==> src/core/arb_ctl_defs.svh <==
// Constants for the local-bus arbitration control block.
// Assumes inclusion by the design file by bare name.
`ifndef ARB_CTL_DEFS_SVH
`define ARB_CTL_DEFS_SVH
`define ARB_CTL_ADDR      12'h000
`define ARB_STATUS_ADDR   12'h004
`define ARB_ADDR_MSB      11
`define BIT_LOCK          0
`define BIT_WB_MODE       1
`define BIT_REQ1_EN       2
`define BIT_PAIR1_SEL     3
`define BIT_REQ2_EN       4
`define BIT_EXTERNAL_IO_CHIP_SELECT_EN       5
`define BIT_PIN3_SEL      6
`define BIT_STRAP_IND     7
`define CTL_RESET_LOW     6'h00
`define STRAP_SETTLE      2'h2
`define WB_PULSE_NS       80
`define CLK_PERIOD_NS     40
`define WB_PULSE_CYCLES   ((`WB_PULSE_NS + `CLK_PERIOD_NS - 1) / `CLK_PERIOD_NS)
`endif

==> src/core/arb_ctl_pkg.sv <==
// Types shared by the arbitration control block.
// Assumes the constants header is on the include path.
`default_nettype none
package arb_ctl_pkg;
	typedef struct packed {
		logic strap_ind;
		logic pin3_sel;
		logic external_io_chip_select_en;
		logic req2_en;
		logic pair1_sel;
		logic req1_en;
		logic wb_mode;
		logic lock;
	} ctl_t;
	typedef enum logic [1:0] {
		hold_idle,
		hold_on,
		hold_pulse
	} hold_state_t;
endpackage
`default_nettype wire

==> src/core/local_bus_arbitration_control.sv <==
// Local-bus arbitration control: control byte on APB, hold request shaping,
// master request gating, shared pin function select and I/O decode qualify.
// Assumes pclk at 25 MHz; all pins other than APB and bus_request come from outside the domain.
//
// Added by the designer: the placing of the registers and the APB register port.
`include "arb_ctl_defs.svh"
`default_nettype none

// Two-flop synchroniser for one pin input
module pin_sync_2ff #(
	parameter logic RESET_VAL = 1'b0
) (
	input  wire logic clk,
	input  wire logic rst_n,
	input  wire logic pin,
	output logic      synced
);
	logic stage1;

	always_ff @(posedge clk or negedge rst_n) begin
		if (!rst_n) begin
			stage1 <= RESET_VAL;
			synced <= RESET_VAL;
		end else begin
			stage1 <= pin;
			synced <= stage1;
		end
	end
endmodule

module local_bus_arbitration_control
	import arb_ctl_pkg::*;
(
	input  wire logic        pclk,
	input  wire logic        presetn,
	input  wire logic        psel,
	input  wire logic        penable,
	input  wire logic        pwrite,
	input  wire logic [11:0] paddr,
	input  wire logic [31:0] pwdata,
	output logic      [31:0] prdata,
	output logic             pready,
	output logic             pslverr,
	input  wire logic        strap_grant_pin,
	input  wire logic        cpu_writeback_indication,
	input  wire logic        cpu_bus_hold_ack,
	input  wire logic        local_master_request_1_n,
	input  wire logic        local_master_request_2_n,
	input  wire logic        external_io_chip_select_n,
	input  wire logic        internal_io_hit,
	input  wire logic        bus_request,
	output logic             cpu_hold_request,
	output logic             address_float,
	output logic             local_master_grant_1_n,
	output logic             local_master_grant_2_n,
	output logic             pair1_request_grant_mode,
	output logic             pin3_request_mode,
	output logic             system_address_high_drive,
	output logic             internal_io_select
);
	ctl_t        ctl;
	hold_state_t hold_state;
	logic        strap_taken;
	logic [1:0]  strap_age;
	logic        strap_sync;
	logic        wb_sync;
	logic        req1_sync;
	logic        req2_sync;
	logic        external_io_chip_select_sync;
	logic        cpu_bus_hold_ack_sync;
	logic        hit_sync;
	logic        wb_prev;
	logic [3:0]  pulse_count;
	logic        req1_live;
	logic        req2_live;
	logic        want_hold;
	logic        wb_fall;
	logic        wr_ctl;

	// Two-flop synchronisers for every pin input except bus_request; idle levels on reset
	pin_sync_2ff #(
		.RESET_VAL(1'b0)
	) u_sync_strap (
		.clk   (pclk),
		.rst_n (presetn),
		.pin   (strap_grant_pin),
		.synced(strap_sync)
	);

	pin_sync_2ff #(
		.RESET_VAL(1'b1)
	) u_sync_wb (
		.clk   (pclk),
		.rst_n (presetn),
		.pin   (cpu_writeback_indication),
		.synced(wb_sync)
	);

	pin_sync_2ff #(
		.RESET_VAL(1'b1)
	) u_sync_req1 (
		.clk   (pclk),
		.rst_n (presetn),
		.pin   (local_master_request_1_n),
		.synced(req1_sync)
	);

	pin_sync_2ff #(
		.RESET_VAL(1'b1)
	) u_sync_req2 (
		.clk   (pclk),
		.rst_n (presetn),
		.pin   (local_master_request_2_n),
		.synced(req2_sync)
	);

	pin_sync_2ff #(
		.RESET_VAL(1'b1)
	) u_sync_external_io_chip_select (
		.clk   (pclk),
		.rst_n (presetn),
		.pin   (external_io_chip_select_n),
		.synced(external_io_chip_select_sync)
	);

	pin_sync_2ff #(
		.RESET_VAL(1'b0)
	) u_sync_cpu_bus_hold_ack (
		.clk   (pclk),
		.rst_n (presetn),
		.pin   (cpu_bus_hold_ack),
		.synced(cpu_bus_hold_ack_sync)
	);

	pin_sync_2ff #(
		.RESET_VAL(1'b0)
	) u_sync_hit (
		.clk   (pclk),
		.rst_n (presetn),
		.pin   (internal_io_hit),
		.synced(hit_sync)
	);

	assign wr_ctl = psel && penable && pwrite && (paddr == `ARB_CTL_ADDR);

	// Control byte; bits 7:6 loaded from the strap after the synchroniser settles
	// Waiting for the settle avoids latching the synchroniser's reset level
	always_ff @(posedge pclk or negedge presetn) begin
		if (!presetn) begin
			ctl         <= ctl_t'({2'h0, `CTL_RESET_LOW});
			strap_taken <= 1'b0;
			strap_age   <= 2'h0;
		end else if (strap_age != `STRAP_SETTLE) begin
			strap_age <= strap_age + 2'h1;
		end else if (!strap_taken) begin
			strap_taken   <= 1'b1;
			ctl.strap_ind <= ~strap_sync;
			ctl.pin3_sel  <= ~strap_sync;
		end else if (wr_ctl) begin
			ctl.lock      <= pwdata[`BIT_LOCK];
			ctl.wb_mode   <= pwdata[`BIT_WB_MODE];
			ctl.req1_en   <= pwdata[`BIT_REQ1_EN];
			ctl.pair1_sel <= pwdata[`BIT_PAIR1_SEL];
			ctl.req2_en   <= pwdata[`BIT_REQ2_EN];
			ctl.external_io_chip_select_en   <= pwdata[`BIT_EXTERNAL_IO_CHIP_SELECT_EN];
			ctl.pin3_sel  <= pwdata[`BIT_PIN3_SEL];
		end
	end

	// APB answer: zero wait states, error on unmapped address
	always_ff @(posedge pclk or negedge presetn) begin
		if (!presetn) begin
			prdata  <= 32'h0000_0000;
			pready  <= 1'b0;
			pslverr <= 1'b0;
		end else begin
			pready  <= psel && !penable;
			pslverr <= psel && !penable && (paddr != `ARB_CTL_ADDR)
				&& (paddr != `ARB_STATUS_ADDR);
			if (psel && !penable && !pwrite) begin
				if (paddr == `ARB_CTL_ADDR)
					prdata <= {24'h00_0000, ctl};
				else if (paddr == `ARB_STATUS_ADDR)
					prdata <= {29'h0000_0000, address_float, cpu_bus_hold_ack_sync,
						cpu_hold_request};
				else
					prdata <= 32'h0000_0000;
			end
		end
	end

	// Local master request inputs count only with their pin function selected; bus_request always counts
	assign req1_live = ctl.req1_en && ctl.pair1_sel && !req1_sync;
	assign req2_live = ctl.req2_en && ctl.pin3_sel && !req2_sync;
	assign want_hold = bus_request || req1_live || req2_live;
	assign wb_fall   = wb_prev && !wb_sync;

	always_ff @(posedge pclk or negedge presetn) begin
		if (!presetn)
			wb_prev <= 1'b1;
		else
			wb_prev <= wb_sync;
	end

	// Hold request sequencing
	always_ff @(posedge pclk or negedge presetn) begin
		if (!presetn) begin
			hold_state       <= hold_idle;
			cpu_hold_request <= 1'b0;
			address_float    <= 1'b0;
			pulse_count      <= 4'h0;
		end else begin
			case (hold_state)
				hold_idle: begin
					address_float <= 1'b0;
					// Lock also blocks the writeback pulse from raising hold
					if (ctl.wb_mode && wb_fall && !ctl.lock) begin
						hold_state       <= hold_pulse;
						cpu_hold_request <= 1'b1;
						address_float    <= 1'b1;
						pulse_count      <= 4'(`WB_PULSE_CYCLES);
					end else if (want_hold && !ctl.lock
						&& (ctl.wb_mode || wb_sync)) begin
						hold_state       <= hold_on;
						cpu_hold_request <= 1'b1;
					end
				end
				hold_on: begin
					if (!want_hold || (!ctl.wb_mode && !wb_sync)) begin
						hold_state       <= hold_idle;
						cpu_hold_request <= 1'b0;
					end
				end
				hold_pulse: begin
					if (pulse_count <= 4'h1) begin
						hold_state       <= hold_idle;
						cpu_hold_request <= 1'b0;
						address_float    <= 1'b0;
						pulse_count      <= 4'h0;
					end else
						pulse_count <= pulse_count - 4'h1;
				end
				default: begin
					hold_state       <= hold_idle;
					cpu_hold_request <= 1'b0;
					address_float    <= 1'b0;
				end
			endcase
		end
	end

	// Grants and pin function outputs
	always_ff @(posedge pclk or negedge presetn) begin
		if (!presetn) begin
			local_master_grant_1_n    <= 1'b1;
			local_master_grant_2_n    <= 1'b1;
			pair1_request_grant_mode  <= 1'b0;
			pin3_request_mode         <= 1'b0;
			system_address_high_drive <= 1'b0;
		end else begin
			local_master_grant_1_n    <= !(cpu_bus_hold_ack_sync && req1_live
				&& hold_state == hold_on);
			local_master_grant_2_n    <= !(cpu_bus_hold_ack_sync && req2_live && !req1_live
				&& hold_state == hold_on);
			pair1_request_grant_mode  <= ctl.pair1_sel;
			pin3_request_mode         <= ctl.pin3_sel;
			system_address_high_drive <= !ctl.pin3_sel;
		end
	end

	// Internal I/O decode qualify
	always_ff @(posedge pclk or negedge presetn) begin
		if (!presetn)
			internal_io_select <= 1'b0;
		else if (ctl.external_io_chip_select_en && ctl.pin3_sel)
			internal_io_select <= hit_sync && !external_io_chip_select_sync;
		else
			internal_io_select <= hit_sync;
	end
endmodule
`default_nettype wire

==> config.mk <==
export PLATFORM = sky130hd
export DESIGN_NAME = local_bus_arbitration_control
export DESIGN_NICKNAME = d
export VERILOG_FILES = /design/src/core/arb_ctl_pkg.sv /design/src/core/local_bus_arbitration_control.sv
export VERILOG_INCLUDE_DIRS = /design/src /design/src/core
export SDC_FILE = /design/constraint.sdc
export NUM_CORES = 1
export LEC_CHECK = 0
export BUFFER_PORTS_ARGS = -buffer_cell sky130_fd_sc_hd__buf_4
export CAP_MARGIN = 25
export CORE_MARGIN = 3
export CORE_UTILIZATION = 42
export DETAILED_ROUTE_END_ITERATION = 12
export HOLD_SLACK_MARGIN = 0.06
export PLACE_DENSITY = 0.78
export SETUP_SLACK_MARGIN = 0.5
export SYNTH_ARGS = -nofsm -noshare
export SYNTH_HDL_FRONTEND = slang
export SYNTH_SLANG_ARGS = --single-unit
==> constraint.sdc <==
create_clock -name pclk -period 1.45 [get_ports pclk]
set_input_delay 0.2175 -clock pclk [delete_from_list [all_inputs] [get_ports pclk]]
set_output_delay 0.2175 -clock pclk [all_outputs]
set_load 0.01 [all_outputs]
==> out/summary.txt, run 1 <==
CP Cell Sequence - inv_2, ha_4, nand4_1, nor3_4, nand4_4, mux2_2
maximum clock frequency - 622.8 MHz
DR pass1 iterations - 4
CP startpoint kind - flip-flop
FF+latch count, synth - 50
Total GRT Usage - 0.1635
final hold viol count - 39
async set-reset flop share out of synthesis - 1.000
slowest stage cell, crit path - dfrtp_1
core area - 0.004817 sq mm
Die Y - 77.21 um
antenna cells - 0
Switch Pwr - 0.6096 mW
Mapped Cells - 172
Detailed Route WL - 5.079 mm
Slew Viols, Final - 0
max_slew headroom - 0.5906
fraction of the yosys area taken by sequential cells - 0.5940
leading register cell type out of synthesis - dfrtp_1
Final Cycle Share - 1.107
Max stage delay on crit path - 0.41 ns
Max-Cap Viols - 0
syn avg cell area - 12.38 sq um
H-Tree Depth - 2
Setup Viol. Count Final - 8
Pint - 2.106 mW
sw frac - 0.2245
global route total overflow - 0
Wirelength per Cell - 15.07 um
cell chosen for the clock root - clkbuf_8
Comb power frac - 0.108
DP Worst Slack - -0.1555 ns
R2R Path Start - strap_age[0]$_DFFE_PN0P_
Port Buffers - 49
gr busiest metal - met2
Compound-Gate Fraction of Synth Area - 0.08754
drt initial violations - 113
FP Rows - 25
fill count - 329
hold buffer count at cts - 7
worst hold slack - -0.08075 ns
WS Path Type - reg2reg
capturing point of the worst reg2reg path - ctl[2]$_DFFE_PN0P_
routing usage on met3 - 0.04812
unrepaired setup endpoints after global routing - yes
Initial Utilization - 0.4421
Synth Area in Simple Gates - 0.1434
GR Layer Usage met1 - 0.2138
crit path time final - 1.606 ns
Setup WS post-layout - -0.1558 ns
Worst Tran Pin Value - 0.6141 ns
Post-Synth Adder-Cell Area - 0.01763
Buf+Inv Stages, Crit Path - 1
die area - 0.005961 sq mm
largest net degree at the start of global routing - 51
hpwl dp - 2.979 mm
vias in the first global route - 1551
outcome - finished with violations
yosys warns - 0
failing checks - hold timing, setup timing
Num CTS Buffers - 5
R2R depth - 6
Critical Path AT - 1.79 ns
largest family of logic cells by synthesized area - simple AND/OR/NAND/NOR gates
Post-synth EDFFs - 0
Peak VDD IR - 561.4 uV
Via-to-Cell Ratio - 4.736
clk sinks - 50
Tot Pwr - 2.715 mW
via count - 1596
mux contribution to synthesized area - 0.04583
Final nets - 329
wire length of the first global-routing pass - 7.659 mm
Leak - 1.574 nW
Routed Antenna Nets - 0
Yosys cell types - 39
latest clock arrival within the worst-skew pair - 0.30 ns
io pins - 99
Cell Pwr Density - 817.1 mW/mm^2
area grow syn2layout - 56.05%
crit end category - flip-flop
path type of the worst min-delay path - in2async
DRC viols - 0
met2 GRT Util - 0.2617
Worst Path Max Fanout - 7
Post-Syn Area - 0.002130 sq mm
share of cells above drive strength 1 - 0.5889
Synth Area in XOR/XNOR - 0.004113
Clk pwr share - 0.354
antenna violations before repair - 0
CP top delay family - simple AND/OR/NAND/NOR gates
Data required, critical path - 1.63 ns
CTS tree - done
share of power burned in registers - 0.538
die width - 77.21 um
Max clock buf depth - 2
clk slew on worst S/H paths - 0.09 ns
flop2flop setup slack - -0.16 ns
Clock Skews - 0.01038 ns
GPL Wtd Cong - 0.7652
## timing repair
action / 4_1_cts / 5_1_grt
hold endpoints to repair: 46 / 39
endpoints found under the setup margin: 47 / 47
buffers inserted: 18 / 12
pin swaps: 20 / 11
resized for setup: 48 / 34
## through the flow
stage | hold WS, ns | instances | instance area, sq um | utilization | TNS, ns
after floorplan | -0.07809 | 195 | 2246 | - | -0.4764
after global placement | 0.2749 | 292 | 2566 | 0.5327 | -0.8944
after detailed placement | 0.2695 | 292 | 2566 | 0.5327 | -1.070
after CTS | -0.05970 | 325 | 3098 | 0.6431 | -0.8501
after global routing | -0.04906 | 337 | 3323 | 0.6899 | -1.706
final | -0.08075 | 337 | 3323 | 0.6899 | -1.005
## Yosys cell counts, drive strengths merged (2+ instances only)
master  number  area, sq um
or3          3        23.77
clkbuf       3        11.26
and3b        2        17.52
nand4        3        33.78
nand2       11        41.29
dfstp       11        289.0
a22o         7        61.31
a21oi        3        15.01
nor4         4        55.05
mux2i        3        30.03
ha           3        37.54
o21a         2        15.01
nand2b       4        25.02
buf         24        180.2
dfrtp       39        975.9
nor3         5        36.29
mux2         6        67.56
o21ai        9        45.04
nor2         7        26.28
inv          9        33.78
## registers in the layout, indices dropped and copies added (netlist names), 2 cells and up
signal       count
hold_state       2
ctl              8
pulse_count      4
strap_age        2
prdata           8
## power by group through the flow
stage	combinational, mW	clock (mW)	sequential [mW]
after floorplan	0.130	0	1.49
after global placement	0.221	0	1.48
after detailed placement	0.224	0	1.49
after CTS	0.274	0.991	1.46
after global routing	0.317	1.07	1.47
final	0.293	0.962	1.46
## layout by cell type (no fill, tap or decap), drive strengths merged, types with 2 or more instances in the layout
| master | instances |
|---|---|
| ha | 3 |
| buf | 87 |
| a22o | 7 |
| nor2 | 7 |
| mux2 | 6 |
| inv | 9 |
| dfstp | 11 |
| nand2b | 4 |
| mux2i | 3 |
| o21ai | 9 |
| or3 | 3 |
| nand4 | 3 |
| clkbuf | 6 |
| nand2 | 11 |
| nor3 | 5 |
| dlygate4sd3 | 7 |
| dfrtp | 39 |
| o21a | 2 |
| conb | 24 |
| nor4 | 4 |
| and3b | 2 |
| a21oi | 3 |
## cell families (layout without fill, tap and decap cells)
| group | after synthesis | after routing |
|---|---|---|
| flops | 50 | 50 |
| simple gates | 45 | 45 |
| buf+inv | 36 | 111 |
| compound gates | 27 | 27 |
| mux | 9 | 9 |
| fa+ha+maj | 3 | 3 |
| other cells | 1 | 24 |
| xor+xnor | 1 | 1 |
## layer usage
metal | vias up | wire (um) | part of all wire
met5 | - | 0 | 0
met1 | 802 | 2211 | 0.44
met4 | 0 | 46 | 0.0091
met2 | 53 | 2572 | 0.51
li1 | 735 | - | -
met3 | 6 | 249 | 0.049
## worst max-delay path by stage
stage	depth (start not counted)	slack, ns	to	from
6_report	6	-0.16	ctl[2]$_DFFE_PN0P_	strap_age[0]$_DFFE_PN0P_
4_1_cts	6	-0.13	ctl[0]$_DFFE_PN0P_	strap_age[0]$_DFFE_PN0P_
3_3_place_gp	5	-0.13	ctl[1]$_DFFE_PN0P_	paddr[3]
5_1_grt	6	-0.24	ctl[2]$_DFFE_PN0P_	strap_age[0]$_DFFE_PN0P_
2_1_floorplan	6	-0.07	ctl[0]$_DFFE_PN0P_	strap_age[0]$_DFFE_PN0P_
3_5_place_dp	5	-0.16	ctl[0]$_DFFE_PN0P_	paddr[3]
## worst reg2reg max path: cells and delay by family (launching register included)
family / cells / cell delay (ns)
multiplexers: 1 / 0.33
adder cells (fa/ha/maj): 1 / 0.12
buffers and inverters: 1 / 0.08
AND/OR/NAND/NOR: 3 / 0.56
flip-flops: 1 / 0.41
## layout make-up
class	instances	area, sq um	share of cell area
timing repair buffer	94	859.6	0.2587
inverter	9	33.78	0.01017
sequential	50	1266	0.3810
multi-input combinational	109	968.4	0.2914
clock buffer	6	72.57	0.02184
tap	67	83.83	0.02523
clock inverter	2	38.79	0.01167
No activity file was read; power rests on OpenSTA's default activity.
==> inputs of run 2 (changes only) <==
Clock period 1.45 ns to 1.4 ns, I/O delays scaled along.
==> run 2 against run 1 <==
  * The run still ends with hold timing, setup timing left
  * Design area is 2.6% lower
  * First-iteration DRC count is 54% lower
  * Via count is 0.38% lower
  * Final cell count is 0.30% higher
  * Worst setup slack worse by 0.077 ns
  * Clock skew is 0.0024 ns lower
  * Sequential share of layout area is 1.0 points higher
  * Clock power is 10% lower
  * Worst hold slack better by 0.0019 ns
  * Sequential power is 3% higher
  * Critical endpoint is now ctl[0]$_DFFE_PN0P_
  * Highest routed layer unchanged
==> out/summary.txt, run 2 (synthesized netlist as in run 1, its figures left out) <==
global route total overflow - 0 (unchanged)
Total GRT Usage - 0.1606 (-0.002924)
area grow syn2layout - 52.06%
WS Path Type - reg2reg
Leak - 1.569 nW (-0.31%)
most common cell after layout, fill and taps aside - buf_4
Max-Cap Viols - 0 (unchanged)
clk sinks - 50 (unchanged)
drt initial violations - 52 (-54%)
Num CTS Buffers - 5 (unchanged)
GPL Wtd Cong - 0.8172 (+6.8%)
Initial Utilization - 0.4421 (unchanged)
fill count - 359 (+9.1%)
vias in the first global route - 1581 (+1.9%)
crit end category - flip-flop
Slew Viols, Final - 0 (unchanged)
Routed Antenna Nets - 0 (unchanged)
final core occ - 0.6722 (-0.01766)
die area - 0.005961 sq mm (unchanged)
largest registers - ctl: 8 flops, prdata: 8 flops, pulse_count: 4 flops
Setup Viol. Count Final - 8 (unchanged)
io pins - 99 (unchanged)
CTS tree - done
antenna cells - 0 (unchanged)
Die Y - 77.21 um (unchanged)
largest net degree at the start of global routing - 51 (unchanged)
via count - 1590 (-0.38%)
Wirelength per Cell - 14.47 um (-4.0%)
max_slew headroom - 0.5806 (-0.009985)
Clock Skews - 0.007973 ns (-0.002403 ns)
Final nets - 330 (+0.30%)
cell chosen for the clock root - clkbuf_8
DRC viols - 0 (unchanged)
Critical Path AT - 1.82 ns (+0.03 ns)
Setup WS post-layout - -0.2330 ns (-0.07728 ns)
Max clock buf depth - 2 (unchanged)
Via-to-Cell Ratio - 4.704 (-0.67%)
hold buffer count at cts - 7 (unchanged)
Worst Path Max Fanout - 7 (unchanged)
worst hold slack - -0.07883 ns (+0.001920 ns)
Post-Place Cell Area - 0.002619 sq mm (+2.0%)
Cell Pwr Density - 825.6 mW/mm^2 (+1.0%)
Detailed Route WL - 4.891 mm (-3.7%)
latest clock arrival within the worst-skew pair - 0.30 ns (about the same)
core area - 0.004817 sq mm (unchanged)
crit path time final - 1.633 ns (+0.02727 ns)
antenna violations before repair - 0 (unchanged)
wire length of the first global-routing pass - 7.569 mm (-1.2%)
Tot Pwr - 2.673 mW (-1.5%)
maximum clock frequency - 612.4 MHz (-1.7%)
most frequent cells in the layout - buf_4, dfrtp_1, buf_6
final hold viol count - 39 (unchanged)
Reg area - 0.001267 sq mm (about the same)
CP startpoint kind - flip-flop
hpwl dp - 3.067 mm (+3.0%)
DR pass1 iterations - 4 (unchanged)
multi-input logic area - 918.4 sq um (-5.2%)
clk slew on worst S/H paths - 0.09 ns (about the same)
Port Buffers - 49 (unchanged)
outcome - finished with violations
FP Rows - 25 (unchanged)
Data required, critical path - 1.59 ns (-0.04 ns)
fin area - 0.003238 sq mm (-2.6%)
Peak VDD IR - 552.4 uV (-1.6%)
Worst Tran Pin Value - 0.6291 ns (+0.01498 ns)
failing checks - hold timing, setup timing
path type of the worst min-delay path - in2async
unrepaired setup endpoints after global routing - yes
die width - 77.21 um (unchanged)
Final Cycle Share - 1.166 (+0.05903)
H-Tree Depth - 2 (unchanged)
share of cells above drive strength 1 - 0.5756 (-0.01324)
[run 2: changes by cell type in the layout (fill, tap and decap cells not counted), moves of 2 or more]
cell | before | now
o21ai_2 | 7 | 4
o21ai_1 | 1 | 3
nor2_2 | 0 | 2
buf_4 | 53 | 59
buf_6 | 33 | 29
nor4_2 | 2 | 0
[run 2: worst paths after layout]
kind,start,to,slack (ns),cells past startpoint
min in group pclk,penable,pready$_DFF_PN0_,0.09,2
max in group asynchronous,presetn,pulse_count[0]$_DFFE_PN0P_,1.04,1
setup / recovery,strap_age[0]$_DFFE_PN0P_,ctl[0]$_DFFE_PN0P_,-0.23,6
hold reg to reg,u_sync_hit.stage1$_DFF_PN0_,u_sync_hit.synced$_DFF_PN0_,0.36,0
hold / removal,presetn,address_float$_DFFE_PN0P_,-0.08,1
setup reg to reg,strap_age[0]$_DFFE_PN0P_,ctl[0]$_DFFE_PN0P_,-0.23,6
[run 2: final cells by class]
type / count / area share
clock buffer: 6 / 0.02550
clock inverter: 2 / 0.003864
inverter: 9 / 0.01043
multi-input combinational: 109 / 0.2836
sequential: 50 / 0.3914
tap: 67 / 0.02589
timing repair buffer: 95 / 0.2593
[run 2: metrics by stage]
stage	worst slack (ns)	hold slack (ns)	cells	setup TNS [ns]
final	-0.2330	-0.07883	338	-1.556
after global routing	-0.2974	-0.04040	338	-2.124
after CTS	-0.1733	-0.06194	328	-1.118
after detailed placement	-0.1929	0.2674	298	-1.696
after global placement	-0.1638	0.2633	298	-1.420
after floorplan	-0.1243	-0.08559	195	-0.8264
[run 2: critical path, stage by stage, from the launching register on]
cell and delay (ns):
dfrtp_1 0.39, inv_1 0.07, ha_2 0.19, nand4_1 0.15
nor3_4 0.18, nand4_4 0.19, mux2_4 0.35
[run 2: layer usage]
metal / vias to the layer above / global-route usage / share of wire
met5: - / 0 / 0
met1: 792 / 0.2040 / 0.41
li1: 740 / - / -
met3: 6 / 0.05399 / 0.068
met2: 52 / 0.2651 / 0.52
met4: 0 / 0.03737 / 0.0094
[run 2: report_power, final]
part / switching, mW / leakage, nW / total [mW] / internal (mW)
Clock: 0.467 / 0.0472 / 0.864 / 0.398
Sequential: 0.0190 / 0.615 / 1.51 / 1.49
Combinational: 0.149 / 0.907 / 0.297 / 0.148
Total: 0.635 / 1.57 / 2.67 / 2.04
[run 2: timing repair]
action	in CTS	in global routing
resized for setup	53	14
pin swaps	17	6
buffers inserted	15	10
hold endpoints to repair	46	39
setup endpoints to repair	48	48
==> inputs of run 3 (changes only) <==
Settings changed: CORE_ASPECT_RATIO set to 0.9, RECOVER_POWER set to 100.
==> run 3 against run 2 <==
  * The run still ends with hold timing, setup timing left
  * Register-to-register slack worse by 0.08 ns
  * Sequential power hardly changed
  * Critical path depth stayed put
  * Die area hardly changed
  * Sequential share of layout area hardly changed
  * Worst setup slack worse by 0.083 ns
  * Count of clock-buffer cells in the layout is 1 higher
  * Core utilization is 2.2 points higher
  * Critical path type unchanged
  * Highest routed layer unchanged
==> out/summary.txt, run 3 (synthesized netlist as in run 1, its figures left out) <==
Data required, critical path - 1.58 ns (about the same)
Wirelength per Cell - 15.59 um (+7.8%)
largest registers - ctl: 8 flops, prdata: 8 flops, pulse_count: 4 flops
Leak - 1.538 nW (-2.0%)
Num CTS Buffers - 5 (unchanged)
die area - 0.005962 sq mm (about the same)
Critical Path AT - 1.90 ns (+0.08 ns)
Comb power frac - 0.109 (-0.002)
Clk pwr share - 0.350 (+0.027)
failing checks - hold timing, setup timing
io pins - 99 (unchanged)
Final Cycle Share - 1.225 (+0.05896)
global route total overflow - 0 (unchanged)
DRC viols - 0 (unchanged)
max_slew headroom - 0.5958 (+0.01521)
Die Y - 73.55 um (-4.7%)
Slew Viols, Final - 0 (unchanged)
Initial Utilization - 0.4568 (+0.01471)
vias in the first global route - 1496 (-5.4%)
share of power burned in registers - 0.541 (-0.024)
via count - 1537 (-3.3%)
worst hold slack - -0.08243 ns (-0.003600 ns)
met2 GRT Util - 0.2808 (+0.01565)
Total GRT Usage - 0.1666 (+0.006061)
Setup Viol. Count Final - 8 (unchanged)
FP Rows - 23 (-8.0%)
most frequent cells in the layout - buf_4, dfrtp_1, buf_6
GPL Wtd Cong - 0.7961 (-2.6%)
sw frac - 0.2206 (-0.01689)
WS Path Type - reg2reg
Max-Cap Viols - 0 (unchanged)
fill count - 326 (-9.2%)
crit end category - flip-flop
routing usage on met3 - 0.04289 (-0.01110)
DR pass1 iterations - 4 (unchanged)
Fin Setup TNS - -2.062 ns (-0.5060 ns)
Setup WS post-layout - -0.3156 ns (-0.08254 ns)
Post-Place Cell Area - 0.002605 sq mm (-0.53%)
hold buffer count at cts - 7 (unchanged)
fin area - 0.003237 sq mm (about the same)
Peak VDD IR - 995.8 uV (+80%)
area grow syn2layout - 52.00% (about the same)
Routed Antenna Nets - 0 (unchanged)
crit path time final - 1.716 ns (+0.08254 ns)
final hold viol count - 39 (unchanged)
Pint - 2.179 mW (+6.9%)
share of cells above drive strength 1 - 0.5547 (-0.02093)
H-Tree Depth - 2 (unchanged)
most common cell after layout, fill and taps aside - buf_4
CTS tree - done
gr busiest metal - met2
Tot Pwr - 2.796 mW (+4.6%)
wire length of the first global-routing pass - 7.327 mm (-3.2%)
clk sinks - 50 (unchanged)
Final nets - 324 (-1.8%)
unrepaired setup endpoints after global routing - yes
Switch Pwr - 0.6167 mW (-2.8%)
core area - 0.004662 sq mm (-3.2%)
latest clock arrival within the worst-skew pair - 0.31 ns (about the same)
Worst Tran Pin Value - 0.6063 ns (-0.02282 ns)
Worst Path Max Fanout - 7 (unchanged)
flop2flop setup slack - -0.32 ns (-0.08 ns)
outcome - finished with violations
path type of the worst min-delay path - in2async
Port Buffers - 49 (unchanged)
Detailed Route WL - 5.099 mm (+4.3%)
maximum clock frequency - 582.9 MHz (-4.8%)
Via-to-Cell Ratio - 4.700 (about the same)
antenna cells - 0 (unchanged)
GR Layer Usage met1 - 0.2112 (+0.007168)
Cell Pwr Density - 863.8 mW/mm^2 (+4.6%)
die width - 81.06 um (+5.0%)
drt initial violations - 117 (+130%)
antenna violations before repair - 0 (unchanged)
CP startpoint kind - flip-flop
clk slew on worst S/H paths - 0.09 ns (about the same)
hpwl dp - 3.224 mm (+5.1%)
largest net degree at the start of global routing - 51 (unchanged)
cell chosen for the clock root - clkbuf_8
Max clock buf depth - 2 (unchanged)
Clock Skews - 0.01687 ns (+0.008900 ns)
## run 3: changes by cell type in the layout (fill, tap and decap cells not counted), moves of 2 or more
cell,change
clkbuf_1,+2
nor3_2,-2
buf_4,-11
buf_6,+5
nor3_1,+2
## run 3: power groups by stage
stage	clock [mW]	sequential [mW]	combinational [mW]
after floorplan	0	1.54	0.136
after global placement	0	1.54	0.230
after detailed placement	0	1.54	0.235
after CTS	1.01	1.51	0.288
after global routing	1.08	1.52	0.330
final	0.980	1.51	0.304
## run 3: layout make-up
cell class | count | area, sq um | area share
clock buffers | 7 | 76.32 | 0.02358
inverters | 9 | 33.78 | 0.01044
well taps | 62 | 77.57 | 0.02397
repair buffers | 89 | 813.3 | 0.2513
clock inverters | 1 | 30.03 | 0.009277
multi-input cells | 109 | 939.7 | 0.2903
flip-flops and latches | 50 | 1266 | 0.3912
## run 3: worst max-delay path: stages, from the launching register on
cell	delay, ns
dfrtp_1	0.39
inv_1	0.06
ha_2	0.18
nand4_1	0.21
nor3_4	0.22
nand4_4	0.20
mux2_4	0.34
## run 3: path summary, 6_finish.rpt
check                                         startpoint                             to  depth (start not counted)
hold reg to reg            u_sync_strap.stage1$_DFF_PN0_  u_sync_strap.synced$_DFF_PN0_                          0
setup / recovery                strap_age[0]$_DFFE_PN0P_             ctl[4]$_DFFE_PN0P_                          6
hold / removal                                   presetn     pulse_count[0]$_DFFE_PN0P_                          1
setup reg to reg                strap_age[0]$_DFFE_PN0P_             ctl[4]$_DFFE_PN0P_                          6
max in group asynchronous                        presetn      hold_state[1]$_DFFE_PN0P_                          1
min in group pclk                                penable               pready$_DFF_PN0_                          2
## run 3: metal layers
| metal | up-vias | part of all wire |
|---|---|---|
| li1 | 727 | - |
| met1 | 747 | 0.40 |
| met2 | 51 | 0.53 |
| met3 | 12 | 0.056 |
| met4 | 0 | 0.018 |
| met5 | - | 0 |
## run 3: stage by stage
step	setup slack, ns	utilization	std cells
3_5_place_dp	-0.2186	0.5588	292
3_3_place_gp	-0.1738	0.5588	292
2_1_floorplan	-0.1243	-	195
5_1_grt	-0.3536	0.6943	327
4_1_cts	-0.2013	0.6667	321
6_report	-0.3156	0.6943	327
## run 3: what timing repair did
action                                  4_1_cts  5_1_grt
setup buffers                                14        6
hold endpoints to repair                     46       39
endpoints found under the setup margin       48       48
resized for setup                            53       20
pin swaps                                    17       15
